[src/inc/timer_params.svh]
`ifndef TIMER_PARAMS_SVH
`define TIMER_PARAMS_SVH

// Register indices; byte address is four times the index
`define IDX_RUN 8'h80
`define IDX_PRESCALE 8'h81
`define IDX_DBUF 8'h82
`define IDX_FLOP 8'h83
`define IDX_MODE_ONE 8'h84
`define IDX_MODE_TWO 8'h85
`define IDX_CMP0 8'h88
`define IDX_CMP1 8'h89
`define IDX_CMP2 8'h8A
`define IDX_CMP3 8'h8B
`define IDX_IRQ_STAT 8'h90
`define IDX_IRQ_CLR 8'h91
`define IDX_IRQ_EN 8'h92

// Field positions
`define PRESCALE_RUN_BIT 7
`define FLOP_PAIR_STRIDE 4
`define FLOP_INV_EN_BIT 0
`define FLOP_INV_SEL_BIT 1
`define FLOP_CMD_LSB 2
`define FLOP_CMD_SET 2'b01
`define FLOP_CMD_CLR 2'b10

// Reset values
`define MODE_RST 8'h00
`define RUN_RST 4'h0
`define DBUF_RST 2'h0
`define IRQ_RST 4'h0
`define CMP_RST 8'h00

// Prescaler: input is the system clock divided by four
`define FC_DIV_LAST 2'h3
`define TAP_DIV8_BIT 0
`define TAP_DIV32_BIT 2
`define TAP_DIV128_BIT 4
`define TAP_DIV2048_BIT 8

// PWM period tops (2^n - 1)
`define PWM_TOP_6 8'h3F
`define PWM_TOP_7 8'h7F
`define PWM_TOP_8 8'hFF

`endif

[src/inc/timer_pkg.sv]
package timer_pkg;

   typedef enum logic [1:0]
   {
      MODE_8BIT = 2'b00,
      MODE_16BIT = 2'b01,
      MODE_PPG = 2'b10,
      MODE_PWM = 2'b11
   } pair_operating_mode_t;

   typedef struct packed
   {
      pair_operating_mode_t pair_operating_mode;
      logic [1:0] pwm_period_select;
      logic [1:0] upper_clock_select;
      logic [1:0] lower_clock_select;
   } pair_mode_t;

   typedef struct packed
   {
      logic div8;
      logic div32;
      logic div128;
      logic div2048;
   } tap_t;

endpackage

[src/interval_timer_block.sv]
//
// Overview of operation
// RULE_01: Mode field 7:6 picks dual 8-bit, 16-bit, PPG, or PWM plus timer.
// RULE_02: Lower clock div8/32/128, code 00 reserved; upper div8/128/2048 or lower match.
// RULE_03: Cascaded 16-bit pair counts 1 to 65536 input clocks.
// RULE_04: Counter equal to compare clears counter, raises request, may toggle flop.
// RULE_05: Each pair owns one output flop driving its own output pin.
// RULE_06: Toggling on every fixed-interval match gives a 50% duty square wave.
// RULE_07: Software writes buffered compare six clocks before overflow or cycle match.
// RULE_08: Both timer pairs work independently and identically.
// RULE_09: Software stops, configures, enables interrupt, then starts the timer.
// RULE_10: Run bit 0 stops and clears the counter; 1 starts counting.
// RULE_11: In 8-bit mode upper timer may count lower comparator matches.
// RULE_12: In 16-bit mode upper timer counts lower overflow, ignoring its clock select.
// RULE_13: Compare registers are write-only, reset-undefined, no read-modify-write.
// RULE_14: Prescaler counts only while its run bit is set; clear stops and clears it.
// RULE_15: Compare value zero matches on counter overflow, a full 256 count.
// RULE_16: Without double buffering lower compare writes both; with it, buffer only.
// RULE_17: PWM clears counter at 2^n-1, n of 6, 7, 8; output toggles at match and top.
//
// The APB register port is this design's own decision.
`timescale 1ns/1ps
`include "timer_params.svh"

module interval_timer_block
   import timer_pkg::*;
#(
   parameter int ADDR_W = 12
)
(
   input wire logic clk,
   input wire logic rst_n,
   input wire logic psel,
   input wire logic penable,
   input wire logic pwrite,
   input wire logic [ADDR_W-1:0] paddr,
   input wire logic [31:0] pwdata,
   output logic [31:0] prdata,
   output logic pready,
   output logic pslverr,
   output logic irq,
   output logic first_timer_output_pin,
   output logic second_timer_output_pin
);

   logic [7:0] idx;
   logic pready_ff;
   logic pslverr_ff;
   logic [31:0] prdata_ff;
   logic commit;
   logic wr_en;
   logic hit;
   logic [31:0] rd_mux;

   logic [3:0] run_ff;
   logic prerun_ff;
   logic [1:0] dbuf_ff;
   logic [1:0] inv_en_ff;
   logic [1:0] inv_sel_ff;
   pair_mode_t mode_ff [2];
   logic [3:0] irq_en_ff;
   logic [3:0] irq_st_ff;
   logic irq_ff;
   logic [3:0] evt;
   logic [3:0] clr_mask;
   logic [1:0] flop_set;
   logic [1:0] flop_clr;
   tap_t taps;

   assign idx = paddr[9:2];
   assign commit = psel && penable && pready_ff;
   assign wr_en = commit && pwrite && !pslverr_ff;

   assign prdata = prdata_ff;
   assign pready = pready_ff;
   assign pslverr = pslverr_ff;
   assign irq = irq_ff;

   // Read mux; compare registers and the clear register read as zero
   always_comb
   begin
      hit = 1'b1;
      rd_mux = 32'h0000_0000;
      case (idx)
         `IDX_RUN:
         begin
            rd_mux = {28'h0000000, run_ff};
         end
         `IDX_PRESCALE:
         begin
            rd_mux[`PRESCALE_RUN_BIT] = prerun_ff;
         end
         `IDX_DBUF:
         begin
            rd_mux = {30'h00000000, dbuf_ff};
         end
         `IDX_FLOP:
         begin
            rd_mux[`FLOP_INV_EN_BIT] = inv_en_ff[0];
            rd_mux[`FLOP_INV_SEL_BIT] = inv_sel_ff[0];
            rd_mux[`FLOP_PAIR_STRIDE + `FLOP_INV_EN_BIT] = inv_en_ff[1];
            rd_mux[`FLOP_PAIR_STRIDE + `FLOP_INV_SEL_BIT] = inv_sel_ff[1];
         end
         `IDX_MODE_ONE:
         begin
            rd_mux = {24'h000000, mode_ff[0]};
         end
         `IDX_MODE_TWO:
         begin
            rd_mux = {24'h000000, mode_ff[1]};
         end
         `IDX_CMP0, `IDX_CMP1, `IDX_CMP2, `IDX_CMP3, `IDX_IRQ_CLR:
         begin
            rd_mux = 32'h0000_0000; // RULE_13
         end
         `IDX_IRQ_STAT:
         begin
            rd_mux = {28'h0000000, irq_st_ff};
         end
         `IDX_IRQ_EN:
         begin
            rd_mux = {28'h0000000, irq_en_ff};
         end
         default:
         begin
            hit = 1'b0;
         end
      endcase
   end

   // One wait state: answer is prepared on the first access edge
   always_ff @(posedge clk or negedge rst_n)
   begin
      if (!rst_n)
      begin
         pready_ff <= 1'b0;
         pslverr_ff <= 1'b0;
         prdata_ff <= 32'h0000_0000;
      end
      else if (psel && penable && !pready_ff)
      begin
         pready_ff <= 1'b1;
         pslverr_ff <= !hit;
         prdata_ff <= pwrite ? 32'h0000_0000 : rd_mux;
      end
      else
      begin
         pready_ff <= 1'b0;
         pslverr_ff <= 1'b0;
         prdata_ff <= 32'h0000_0000;
      end
   end

   always_ff @(posedge clk or negedge rst_n)
   begin
      if (!rst_n)
      begin
         run_ff <= `RUN_RST;
         prerun_ff <= 1'b0;
         dbuf_ff <= `DBUF_RST;
         irq_en_ff <= `IRQ_RST;
      end
      else if (wr_en)
      begin
         if (idx == `IDX_RUN)
         begin
            run_ff <= pwdata[3:0]; // RULE_10
         end
         if (idx == `IDX_PRESCALE)
         begin
            prerun_ff <= pwdata[`PRESCALE_RUN_BIT]; // RULE_14
         end
         if (idx == `IDX_DBUF)
         begin
            dbuf_ff <= pwdata[1:0];
         end
         if (idx == `IDX_IRQ_EN)
         begin
            irq_en_ff <= pwdata[3:0];
         end
      end
   end

   always_ff @(posedge clk or negedge rst_n)
   begin
      if (!rst_n)
      begin
         mode_ff[0] <= `MODE_RST;
         mode_ff[1] <= `MODE_RST;
      end
      else if (wr_en && idx == `IDX_MODE_ONE)
      begin
         mode_ff[0] <= pwdata[7:0];
      end
      else if (wr_en && idx == `IDX_MODE_TWO)
      begin
         mode_ff[1] <= pwdata[7:0];
      end
   end

   always_ff @(posedge clk or negedge rst_n)
   begin
      if (!rst_n)
      begin
         inv_en_ff <= 2'b00;
         inv_sel_ff <= 2'b00;
      end
      else if (wr_en && idx == `IDX_FLOP)
      begin
         inv_en_ff[0] <= pwdata[`FLOP_INV_EN_BIT];
         inv_sel_ff[0] <= pwdata[`FLOP_INV_SEL_BIT];
         inv_en_ff[1] <= pwdata[`FLOP_PAIR_STRIDE + `FLOP_INV_EN_BIT];
         inv_sel_ff[1] <= pwdata[`FLOP_PAIR_STRIDE + `FLOP_INV_SEL_BIT];
      end
   end

   assign flop_set[0] = wr_en && idx == `IDX_FLOP
                        && pwdata[`FLOP_CMD_LSB +: 2] == `FLOP_CMD_SET;
   assign flop_clr[0] = wr_en && idx == `IDX_FLOP
                        && pwdata[`FLOP_CMD_LSB +: 2] == `FLOP_CMD_CLR;
   assign flop_set[1] = wr_en && idx == `IDX_FLOP
                        && pwdata[`FLOP_PAIR_STRIDE + `FLOP_CMD_LSB +: 2] == `FLOP_CMD_SET;
   assign flop_clr[1] = wr_en && idx == `IDX_FLOP
                        && pwdata[`FLOP_PAIR_STRIDE + `FLOP_CMD_LSB +: 2] == `FLOP_CMD_CLR;

   assign clr_mask = (wr_en && idx == `IDX_IRQ_CLR) ? pwdata[3:0] : 4'h0;

   // A new event in the clearing cycle survives
   always_ff @(posedge clk or negedge rst_n)
   begin
      if (!rst_n)
      begin
         irq_st_ff <= `IRQ_RST;
         irq_ff <= 1'b0;
      end
      else
      begin
         irq_st_ff <= (irq_st_ff & ~clr_mask) | evt;
         irq_ff <= |(irq_st_ff & irq_en_ff);
      end
   end

   prescaler_taps u_prescaler
   (
      .clk(clk),
      .rst_n(rst_n),
      .run(prerun_ff),
      .taps(taps)
   );

   // Both pairs are the same circuit
   for (genvar p = 0; p < 2; p++) // RULE_08
   begin : g_pair
      localparam logic [7:0] LO_IDX = `IDX_CMP0 + 8'(2 * p);
      localparam logic [7:0] UP_IDX = `IDX_CMP1 + 8'(2 * p);
      pair_mode_t md;
      logic [7:0] lo_cnt_ff;
      logic [7:0] up_cnt_ff;
      logic [7:0] lo_cmp_ff;
      logic [7:0] lo_buf_ff;
      logic [7:0] up_cmp_ff;
      logic tff_ff;
      logic [7:0] lo_nxt;
      logic [7:0] up_nxt;
      logic [15:0] wide_nxt;
      logic [7:0] pwm_top;
      logic [7:0] nxt_lo_cnt;
      logic [7:0] nxt_up_cnt;
      logic lo_run;
      logic up_run;
      logic lo_tick;
      logic up_tick;
      logic lo_match;
      logic up_match;
      logic cycle_match;
      logic wide_match;
      logic pwm_ovf;
      logic lo_carry;
      logic toggle;

      assign md = mode_ff[p];
      assign lo_run = run_ff[2*p];
      assign up_run = run_ff[2*p+1];
      assign lo_nxt = lo_cnt_ff + 8'h01;
      assign up_nxt = up_cnt_ff + 8'h01;
      assign wide_nxt = {up_cnt_ff, lo_cnt_ff} + 16'h0001;

      always_comb
      begin
         case (md.lower_clock_select) // RULE_02
            2'b01: lo_tick = lo_run && taps.div8;
            2'b10: lo_tick = lo_run && taps.div32;
            2'b11: lo_tick = lo_run && taps.div128;
            default: lo_tick = 1'b0;
         endcase
         case (md.pwm_period_select) // RULE_17
            2'b01: pwm_top = `PWM_TOP_6;
            2'b10: pwm_top = `PWM_TOP_7;
            default: pwm_top = `PWM_TOP_8;
         endcase
      end

      // Zero compare matches when the incremented count wraps to zero
      assign lo_match = lo_tick && lo_nxt == lo_cmp_ff; // RULE_15
      assign cycle_match = lo_tick && lo_nxt == up_cmp_ff;
      assign pwm_ovf = lo_tick && lo_cnt_ff == pwm_top;
      assign lo_carry = lo_tick && lo_cnt_ff == 8'hFF;
      assign wide_match = lo_tick && wide_nxt == {up_cmp_ff, lo_cmp_ff}; // RULE_03

      always_comb
      begin
         up_tick = 1'b0;
         if (md.pair_operating_mode == MODE_16BIT)
         begin
            up_tick = up_run && lo_carry; // RULE_12
         end
         else if (md.pair_operating_mode != MODE_PPG)
         begin
            case (md.upper_clock_select) // RULE_02
               2'b00: up_tick = up_run && lo_match; // RULE_11
               2'b01: up_tick = up_run && taps.div8;
               2'b10: up_tick = up_run && taps.div128;
               default: up_tick = up_run && taps.div2048;
            endcase
         end
      end

      assign up_match = up_tick && up_nxt == up_cmp_ff;

      always_comb
      begin
         nxt_lo_cnt = lo_tick ? lo_nxt : lo_cnt_ff;
         nxt_up_cnt = up_tick ? up_nxt : up_cnt_ff;
         unique case (md.pair_operating_mode) // RULE_01
            MODE_8BIT:
            begin
               if (lo_match)
               begin
                  nxt_lo_cnt = 8'h00; // RULE_04
               end
               if (up_match)
               begin
                  nxt_up_cnt = 8'h00; // RULE_04
               end
            end
            MODE_16BIT:
            begin
               if (wide_match)
               begin
                  nxt_lo_cnt = 8'h00;
                  nxt_up_cnt = 8'h00;
               end
            end
            MODE_PPG:
            begin
               nxt_up_cnt = 8'h00;
               if (cycle_match)
               begin
                  nxt_lo_cnt = 8'h00;
               end
            end
            MODE_PWM:
            begin
               if (pwm_ovf)
               begin
                  nxt_lo_cnt = 8'h00; // RULE_17
               end
               if (up_match)
               begin
                  nxt_up_cnt = 8'h00;
               end
            end
         endcase
         if (!lo_run)
         begin
            nxt_lo_cnt = 8'h00; // RULE_10
         end
         if (!up_run)
         begin
            nxt_up_cnt = 8'h00; // RULE_10
         end
      end

      always_ff @(posedge clk or negedge rst_n)
      begin
         if (!rst_n)
         begin
            lo_cnt_ff <= 8'h00;
            up_cnt_ff <= 8'h00;
         end
         else
         begin
            lo_cnt_ff <= nxt_lo_cnt;
            up_cnt_ff <= nxt_up_cnt;
         end
      end

      // Buffered load at period end keeps a PWM/PPG cycle intact
      always_ff @(posedge clk or negedge rst_n)
      begin
         if (!rst_n)
         begin
            lo_cmp_ff <= `CMP_RST;
            lo_buf_ff <= `CMP_RST;
            up_cmp_ff <= `CMP_RST;
         end
         else
         begin
            if (wr_en && idx == LO_IDX)
            begin
               lo_buf_ff <= pwdata[7:0]; // RULE_16
            end
            if (wr_en && idx == LO_IDX && !dbuf_ff[p])
            begin
               lo_cmp_ff <= pwdata[7:0]; // RULE_16
            end
            else if (dbuf_ff[p] && ((md.pair_operating_mode == MODE_PWM && pwm_ovf)
                                    || (md.pair_operating_mode == MODE_PPG && cycle_match)))
            begin
               lo_cmp_ff <= lo_buf_ff; // RULE_16
            end
            if (wr_en && idx == UP_IDX)
            begin
               up_cmp_ff <= pwdata[7:0];
            end
         end
      end

      always_comb
      begin
         unique case (md.pair_operating_mode)
            MODE_8BIT: toggle = inv_sel_ff[p] ? up_match : lo_match; // RULE_06
            MODE_16BIT: toggle = wide_match;
            MODE_PPG: toggle = lo_match || cycle_match;
            MODE_PWM: toggle = lo_match || pwm_ovf; // RULE_17
         endcase
      end

      // Software set or clear overrides a toggle in the same cycle
      always_ff @(posedge clk or negedge rst_n)
      begin
         if (!rst_n)
         begin
            tff_ff <= 1'b0;
         end
         else if (flop_set[p])
         begin
            tff_ff <= 1'b1;
         end
         else if (flop_clr[p])
         begin
            tff_ff <= 1'b0;
         end
         else if (inv_en_ff[p] && toggle)
         begin
            tff_ff <= !tff_ff; // RULE_04
         end
      end

      assign evt[2*p] = (md.pair_operating_mode == MODE_8BIT && lo_match)
                        || (md.pair_operating_mode == MODE_PPG && cycle_match)
                        || (md.pair_operating_mode == MODE_PWM && pwm_ovf); // RULE_04
      assign evt[2*p+1] = (md.pair_operating_mode == MODE_16BIT) ? wide_match
                          : (md.pair_operating_mode != MODE_PPG && up_match);
   end

   assign first_timer_output_pin = g_pair[0].tff_ff; // RULE_05
   assign second_timer_output_pin = g_pair[1].tff_ff; // RULE_05

endmodule

[src/prescaler_taps.sv]
`timescale 1ns/1ps
`include "timer_params.svh"

module prescaler_taps
   import timer_pkg::*;
(
   input wire logic clk,
   input wire logic rst_n,
   input wire logic run,
   output tap_t taps
);

   logic [1:0] fc_div_ff;
   logic [8:0] pre_ff;
   logic pre_tick;

   assign pre_tick = run && (fc_div_ff == `FC_DIV_LAST);

   // Stopping also clears, so a restart always begins on a fresh phase
   always_ff @(posedge clk or negedge rst_n)
   begin
      if (!rst_n)
      begin
         fc_div_ff <= 2'h0;
         pre_ff <= 9'h000;
      end
      else if (!run)
      begin
         fc_div_ff <= 2'h0;
         pre_ff <= 9'h000;
      end
      else
      begin
         fc_div_ff <= fc_div_ff + 2'h1;
         if (pre_tick)
         begin
            pre_ff <= pre_ff + 9'h001;
         end
      end
   end

   always_ff @(posedge clk or negedge rst_n)
   begin
      if (!rst_n)
      begin
         taps <= '0;
      end
      else
      begin
         taps.div8 <= pre_tick && (&pre_ff[`TAP_DIV8_BIT:0]);
         taps.div32 <= pre_tick && (&pre_ff[`TAP_DIV32_BIT:0]);
         taps.div128 <= pre_tick && (&pre_ff[`TAP_DIV128_BIT:0]);
         taps.div2048 <= pre_tick && (&pre_ff[`TAP_DIV2048_BIT:0]);
      end
   end

endmodule
[config.mk]
export PLATFORM = sky130hd
export DESIGN_NAME = interval_timer_block
export DESIGN_NICKNAME = d
export VERILOG_FILES = /design/src/inc/timer_pkg.sv /design/src/interval_timer_block.sv /design/src/prescaler_taps.sv
export VERILOG_INCLUDE_DIRS = /design/src /design/src/inc
export SDC_FILE = /design/constraint.sdc
export NUM_CORES = 1
export LEC_CHECK = 0
export BUFFER_PORTS_ARGS = -buffer_cell sky130_fd_sc_hd__buf_2
export CAP_MARGIN = 20
export CORE_ASPECT_RATIO = 0.6
export CORE_UTILIZATION = 33
export DETAILED_ROUTE_END_ITERATION = 8
export SYNTH_ARGS = -nofsm -noshare
export SYNTH_HDL_FRONTEND = slang
export SYNTH_SLANG_ARGS = --single-unit
[constraint.sdc]
create_clock -name clk -period 3.7 [get_ports clk]
set_input_delay 0.74 -clock clk [delete_from_list [all_inputs] [get_ports clk]]
set_output_delay 0.74 -clock clk [all_outputs]
set_load 0.01 [all_outputs]
==> reports/metrics.yaml, run 1 <==
placement:
  dp_hpwl_um: 18700
  placed_area_um2: 9540
  port_buffers: 33
  gp_congestion: 0.930
  dp_cells: 1324
power:
  p_per_area_nw_per_um2: 347
  p_clk_frac: 0.514
  netSwitchingFraction: 0.242
  p_int_w: 0.00267
  power.net_switching_w: 0.000853
  finalPower_w: 0.00352
  leakagePower_nw: 4.48
  vdd_drop_max_mv: 0.307
  power.share.sequential: 0.447
  combPwrFrac: 0.039
sta:
  setup_viol: 0
  fin_crit_ns: 3.47
  finalCritPeriodShare: 0.938
  rsz0062_at_grt: "false"
  tightestPinTransition_ns: 1.06
  setup-tns-final_ns: 0
  worst_clock_skew_ns: 0.00756
  slew_violations: 0
  hold_viol_final: 0
  slew_headroom: 0.274
  fmax_mhz: 288
synth:
  synth_commonest_cells: "dfrtp_1 (143), nand2_1 (93), nor2_1 (78), xnor2_1 (55), mux2_2 (47)"
  netlist_instances: 964
  yosys_warnings: 0
  synth-async-reset-ratio: 1.00
  synth_top_flop_cell: "dfrtp_1"
  ys_seq_elements: 143
  post-synth-top-count-cell: "dfrtp_1"
  ys_types: 85
  avgSynthCellArea_um2: 9.42
  yosysTopAreaCellShare: 0.394
  yosysTopAreaCell: "dfrtp_1"
  synth_area_leaders: "dfrtp_1 (39%), mux2_2 (5.8%), xnor2_1 (5.3%)"
  synth_edf_count: 0
  yosysSeqAreaShare: 0.394
  syn-cell-area_um2: 9080
clock_network:
  clock_sinks: 143
  cts-root-buf: "clkbuf_16"
  cts_buffers: 17
  cts.repair.resized: 0
  clk_transition_reported_paths_ns: 0.07
  post_cts_buffers: 0
  htreeDepth: 4
  clock_path_buffers: 2
  clock_latency_ns: 0.44
  cts_tree: "yes"
  cts_hold_buf: 0
finish:
  regArea_um2: 3580
  drive_above_1_share: 0.152
  fin_nets: 1053
  multiInputGateArea_um2: 5070
  area_growth_pct: 11.9
  insertedDiodeCount: 0
  fillers: 2686
  layoutNonFillerInstCount: 1356
  final_area_um2: 10200
global_route:
  grt_max_degree: 76
  grt_pass1_vias: 6674
  gr-total-overflow: 0
  grt_use_total: 0.186
  antenna_found_initial: 1
  grt_pass1_wl_um: 39500
route:
  routed_wl_um: 25300
  drt-pass1-iter-count: 7
  via_per_inst: 5.41
  detail-route-antenna-nets: 0
  wl_per_cell_um: 18.6
  vias: 7333
  drt_iter0_markers: 809
  drc: 0
worst_setup_path:
  worstPathArrival_ns: 3.84
  cp-end-kind: "register"
  critPathMaxFanout: 9
  worstRegToRegCells: 9
  crit_type: "register to register"
  cp-start-kind: "register"
  required_ns: 4.07
min_path:
  hold_path.class: "primary input to async pin"
floorplanning:
  std_cell_rows: 46
  dieHeight_um: 130
  fp.dieArea_um2: 28200
  ios: 86
  core_area_um2: 26700
  fp.dieW_um: 216
  initial_utilization: 0.340
flow_run:
  max_cap_violations: 0
status:
  status: "finished clean"
cell families after synthesis:
family                   Yosys count  share of synthesized area
AND/OR/NAND/NOR                  338                      0.190
AO/OA/AOI/OAI                    178                      0.136
flip-flops                       143                      0.394
buffers and inverters            103                     0.0564
XOR/XNOR                          99                     0.0979
multiplexers                      79                     0.0936
adder cells (fa/ha/maj)           23                     0.0312
other                              1                   0.000413
per-layer routing:
metal,up-vias,global-route usage,routed length (um)
met5,-,0,0
met4,0,0.0580,363
met3,28,0.0556,2530
met2,294,0.223,8840
met1,3571,0.301,13500
li1,3440,-,-
placed cells by master, fill, tap and decap left out, drive strengths merged, types with 4 or more instances in the layout:
cell / instances
a2111oi: 4
a211o: 8
a211oi: 7
a21boi: 5
a21o: 4
a21oi: 28
a22oi: 14
a31oi: 7
and2: 10
and3: 21
and4: 8
buf: 55
clkbuf: 17
clkinv: 6
conb: 24
dfrtp: 143
ha: 21
inv: 29
mux2: 47
mux2i: 32
nand2: 93
nand2b: 6
nand3: 25
nand4: 16
nor2: 79
nor2b: 17
nor3: 21
nor4: 10
o2111ai: 7
o211ai: 8
o21ai: 43
o21bai: 4
o311ai: 4
o31ai: 4
or3: 9
or4: 8
xnor2: 56
xor2: 42
worst max-delay path, cell delays in order, from the launching register on:
cell and delay (ns):
dfrtp_1 0.46, ha_1 0.42, and3_1 0.23, a31oi_1 0.10, o311ai_0 0.49, a2111o_1 0.30, nor2_1 0.08, a2111oi_0 0.96
o211ai_1 0.20, nand4_1 0.16
power by group through the flow:
stage / clock, W / sequential (W) / combinational (W)
6_report: 0.00181 / 0.00157 / 0.000137
5_1_grt: 0.00191 / 0.00157 / 0.000153
4_1_cts: 0.00185 / 0.00157 / 0.000137
3_5_place_dp: 0 / 0.00160 / 0.000137
3_3_place_gp: 0 / 0.00160 / 0.000136
2_1_floorplan: 0 / 0.00160 / 0.0000757
sequential cells by signal, summed over array words and instances (netlist names), 2 cells and up:
register,flops
run_ff,4
irq_st_ff,4
u_prescaler.taps,4
g_pair.up_cnt_ff,16
dbuf_ff,2
irq_en_ff,4
inv_sel_ff,2
g_pair.lo_cnt_ff,16
inv_en_ff,2
g_pair.lo_cmp_ff,16
g_pair.md,16
prdata,8
u_prescaler.pre_ff,9
g_pair.lo_buf_ff,16
u_prescaler.fc_div_ff,2
g_pair.up_cmp_ff,16
area by class of cell:
cell class,instances,area share
Tap cell,360,0.0444
Clock buffer,17,0.0419
Multi-Input combinational cell,741,0.500
Inverter,25,0.00924
Sequential cell,143,0.352
Timing Repair Buffer,55,0.0344
Clock inverter,15,0.0182
final timing paths:
| check | start | to | slack [ns] |
|---|---|---|---|
| min | rst_n | g_pair[1].lo_buf_ff[4]$_DFFE_PN0P_ | 0.34 |
| max in group asynchronous | rst_n | g_pair[0].lo_cmp_ff[0]$_DFFE_PN0P_ | 2.55 |
| min reg2reg | u_prescaler.fc_div_ff[0]$_DFF_PN0_ | u_prescaler.fc_div_ff[0]$_DFF_PN0_ | 0.45 |
| max | g_pair[0].lo_cnt_ff[1]$_DFF_PN0_ | first_timer_output_pin$_DFFE_PN0P_ | 0.23 |
| max reg2reg | g_pair[0].lo_cnt_ff[1]$_DFF_PN0_ | first_timer_output_pin$_DFFE_PN0P_ | 0.23 |
| min in group clk | u_prescaler.fc_div_ff[0]$_DFF_PN0_ | u_prescaler.fc_div_ff[0]$_DFF_PN0_ | 0.45 |
through the flow:
| stage | worst slack [ns] | hold slack (ns) | utilization |
|---|---|---|---|
| after global routing | 0.00967 | 0.402 | 0.380 |
| final | 0.230 | 0.339 | 0.380 |
| after CTS | 0.283 | 0.361 | 0.380 |
| after floorplan | 0.817 | 0.409 | - |
| after detailed placement | 0.292 | 0.439 | 0.357 |
| after global placement | 0.406 | 0.423 | 0.357 |
Power figures use the tool's default switching activity.
==> run 2: changes to the inputs <==
--- a/config.mk
+++ b/config.mk
@@ -6,11 +6,11 @@
 export SDC_FILE = /design/constraint.sdc
 export NUM_CORES = 1
 export LEC_CHECK = 0
-export BUFFER_PORTS_ARGS = -buffer_cell sky130_fd_sc_hd__buf_2
 export CAP_MARGIN = 20
 export CORE_ASPECT_RATIO = 0.6
 export CORE_UTILIZATION = 33
 export DETAILED_ROUTE_END_ITERATION = 8
+export DONT_BUFFER_PORTS = 1
 export SYNTH_ARGS = -nofsm -noshare
 export SYNTH_HDL_FRONTEND = slang
 export SYNTH_SLANG_ARGS = --single-unit
==> reports/metrics.yaml, run 2 (synthesis results as in run 1) <==
status:
  status: "finished clean"
route:
  wl_met2_um: 8870  # +0.37%
  drt_iter0_markers: 946  # +17%
  detail-route-antenna-nets: 0  # unchanged
  via_per_inst: 5.40  # about the same
  drc: 0  # unchanged
  wl_per_cell_um: 18.9  # +1.6%
  routed_wl_um: 25000  # -0.99%
  top_layer_used: "met4"
  met1_length_um: 13100  # -2.9%
  drt-pass1-iter-count: 5  # -2
  vias: 7139  # -2.6%
  wl_met3_um: 2700  # +6.8%
floorplanning:
  std_cell_rows: 46  # unchanged
  fp.dieW_um: 216  # unchanged
  ios: 86  # unchanged
  core_area_um2: 26700  # unchanged
  fp.dieArea_um2: 28200  # unchanged
  dieHeight_um: 130  # unchanged
  initial_utilization: 0.340  # unchanged
finish:
  layout_commonest_cell: "dfrtp_1"
  area_growth_pct: 11.0
  drive_above_1_share: 0.119  # -0.0330
  regArea_um2: 3580  # unchanged
  fillers: 2647  # -1.5%
  multiInputGateArea_um2: 5070  # about the same
  final_cell_mix: "dfrtp_1 (143), nand2_1 (93), nor2_1 (78), xnor2_1 (55), mux2_2 (47)"
  fin_nets: 1019  # -3.2%
  insertedDiodeCount: 0  # unchanged
clock_network:
  cts-root-buf: "clkbuf_16"
  clk_transition_reported_paths_ns: 0.06  # about the same
  clock_path_buffers: 2  # unchanged
  htreeDepth: 4  # unchanged
  clock_latency_ns: 0.44  # about the same
  clock_sinks: 143  # unchanged
  cts_tree: "yes"
  cts_buffers: 17  # unchanged
flow_run:
  max_cap_violations: 0  # unchanged
power:
  p_per_area_nw_per_um2: 368  # +6.1%
  leakagePower_nw: 4.38  # -2.3%
  vdd_drop_max_mv: 0.362  # +18%
sta:
  slew_violations: 0  # unchanged
  fin_crit_ns: 3.36  # -0.106 ns
  fmax_mhz: 297  # +3.2%
  worst_clock_skew_ns: 0.00555  # -0.00201 ns
  slew_headroom: 0.433  # +0.159
  finalCritPeriodShare: 0.909  # -0.0288
  hold_viol_final: 0  # unchanged
  rsz0062_at_grt: "false"
  setup_viol: 0  # unchanged
  tightestPinTransition_ns: 0.844  # -0.217 ns
  setup-tns-final_ns: 0  # unchanged
  fin_ws_ns: 0.336  # +0.106 ns
worst_setup_path:
  path_cells: "ha_1 > nand3_1 > xnor2_1 > mux2i_1 > o311ai_1 > nand3_1 > a211o_1 > o41ai_1 > a21o_1 > nor2_1"
  cp-end-kind: "register"
  critPathMaxFanout: 8  # -1
  slowest_delay_ns: 0.55  # -0.41 ns
  cp-start-kind: "register"
  crit_type: "register to register"
  cp_common_cell: "nand3_1"
  slowest_stage: "dfrtp_1"
  required_ns: 4.01  # -0.06 ns
  worstPathArrival_ns: 3.68  # -0.16 ns
placement:
  port_buffers: 0  # -100%
  post-place-ws_ns: 0.344  # +0.0519 ns
  dp_hpwl_um: 18300  # -2.1%
  gp_congestion: 0.876  # -5.8%
global_route:
  grt_pass1_vias: 6401  # -4.1%
  antenna_found_initial: 0  # -1
  gr-total-overflow: 0  # unchanged
  grt_max_degree: 94  # +24%
  grt_use_total: 0.184  # -0.00193
  grt_pass1_wl_um: 39100  # -0.93%
min_path:
  hold_path.class: "primary input to async pin"
[run 2: cell types whose count changed in the layout (fill, tap and decap cells not counted), sizes merged]
cell / before / now
buf: 55 / 21
bufinv: 3 / 7
clkbuf: 17 / 20
clkinv: 6 / 3
clkinvlp: 2 / 1
inv: 29 / 25
[run 2: final cells by class]
cell class              instances  area share
well taps                     360      0.0447
clock inverters                11      0.0235
flip-flops and latches        143       0.355
inverters                      25     0.00931
repair buffers                 21      0.0196
multi-input cells             741       0.503
clock buffers                  20      0.0443
[run 2: through the flow]
stage                     instances  utilization  hold WS [ns]  power (W)  cell area, um2
after floorplan                 987            -         0.409    0.00168            9160
final                          1321        0.377         0.154    0.00371           10100
after CTS                      1321        0.377         0.166    0.00374           10100
after global routing           1321        0.377         0.175    0.00382           10100
after detailed placement       1288        0.350         0.430    0.00166            9340
after global placement         1288        0.350         0.429    0.00166            9340
[run 2: repair_timing]
| action | 4_1_cts | 5_1_grt |
|---|---|---|
| hold buffers | 2 | 0 |
| endpoints found under the hold margin | 93 | 0 |
| setup endpoints to repair | 0 | 1 |
| buffers inserted | 0 | 0 |
| resized for setup | 0 | 1 |
[run 2: report_power, final]
part	leakage, nW	internal, W	switching [W]	total (W)
combinational	2.18	0.0000260	0.0000688	0.0000948
sequential	1.87	0.00157	0.00000659	0.00158
clock	0.330	0.00134	0.000694	0.00204
[run 2: final timing paths]
check	endpoint	slack, ns	start	cells past startpoint
max	g_pair[1].lo_cnt_ff[1]$_DFF_PN0_	0.34	g_pair[1].lo_cnt_ff[0]$_DFF_PN0_	10
min	g_pair[1].md[3]$_DFFE_PN0P_	0.15	rst_n	1
max reg2reg	g_pair[1].lo_cnt_ff[1]$_DFF_PN0_	0.34	g_pair[1].lo_cnt_ff[0]$_DFF_PN0_	10
min reg2reg	u_prescaler.fc_div_ff[0]$_DFF_PN0_	0.44	u_prescaler.fc_div_ff[0]$_DFF_PN0_	1
max in group asynchronous	g_pair[0].lo_cnt_ff[5]$_DFF_PN0_	3.10	rst_n	1
min in group clk	prdata[7]$_DFF_PN0_	0.41	paddr[3]	1
[run 2: critical path: cells and delay by family (launching register included)]
kind,cells,cell delay [ns]
muxes,1,0.11
and+or+nand+nor,3,0.52
AOI/OAI and AO/OA,4,1.37
adders and majority gates,1,0.33
xor gates and xnor gates,1,0.34
DFF,1,0.55
[run 2: per-layer routing]
layer	track usage	up-vias
met2	0.221	285
met5	0	-
met4	0.0522	0
met3	0.0609	26
met1	0.296	3450
li1	-	3378
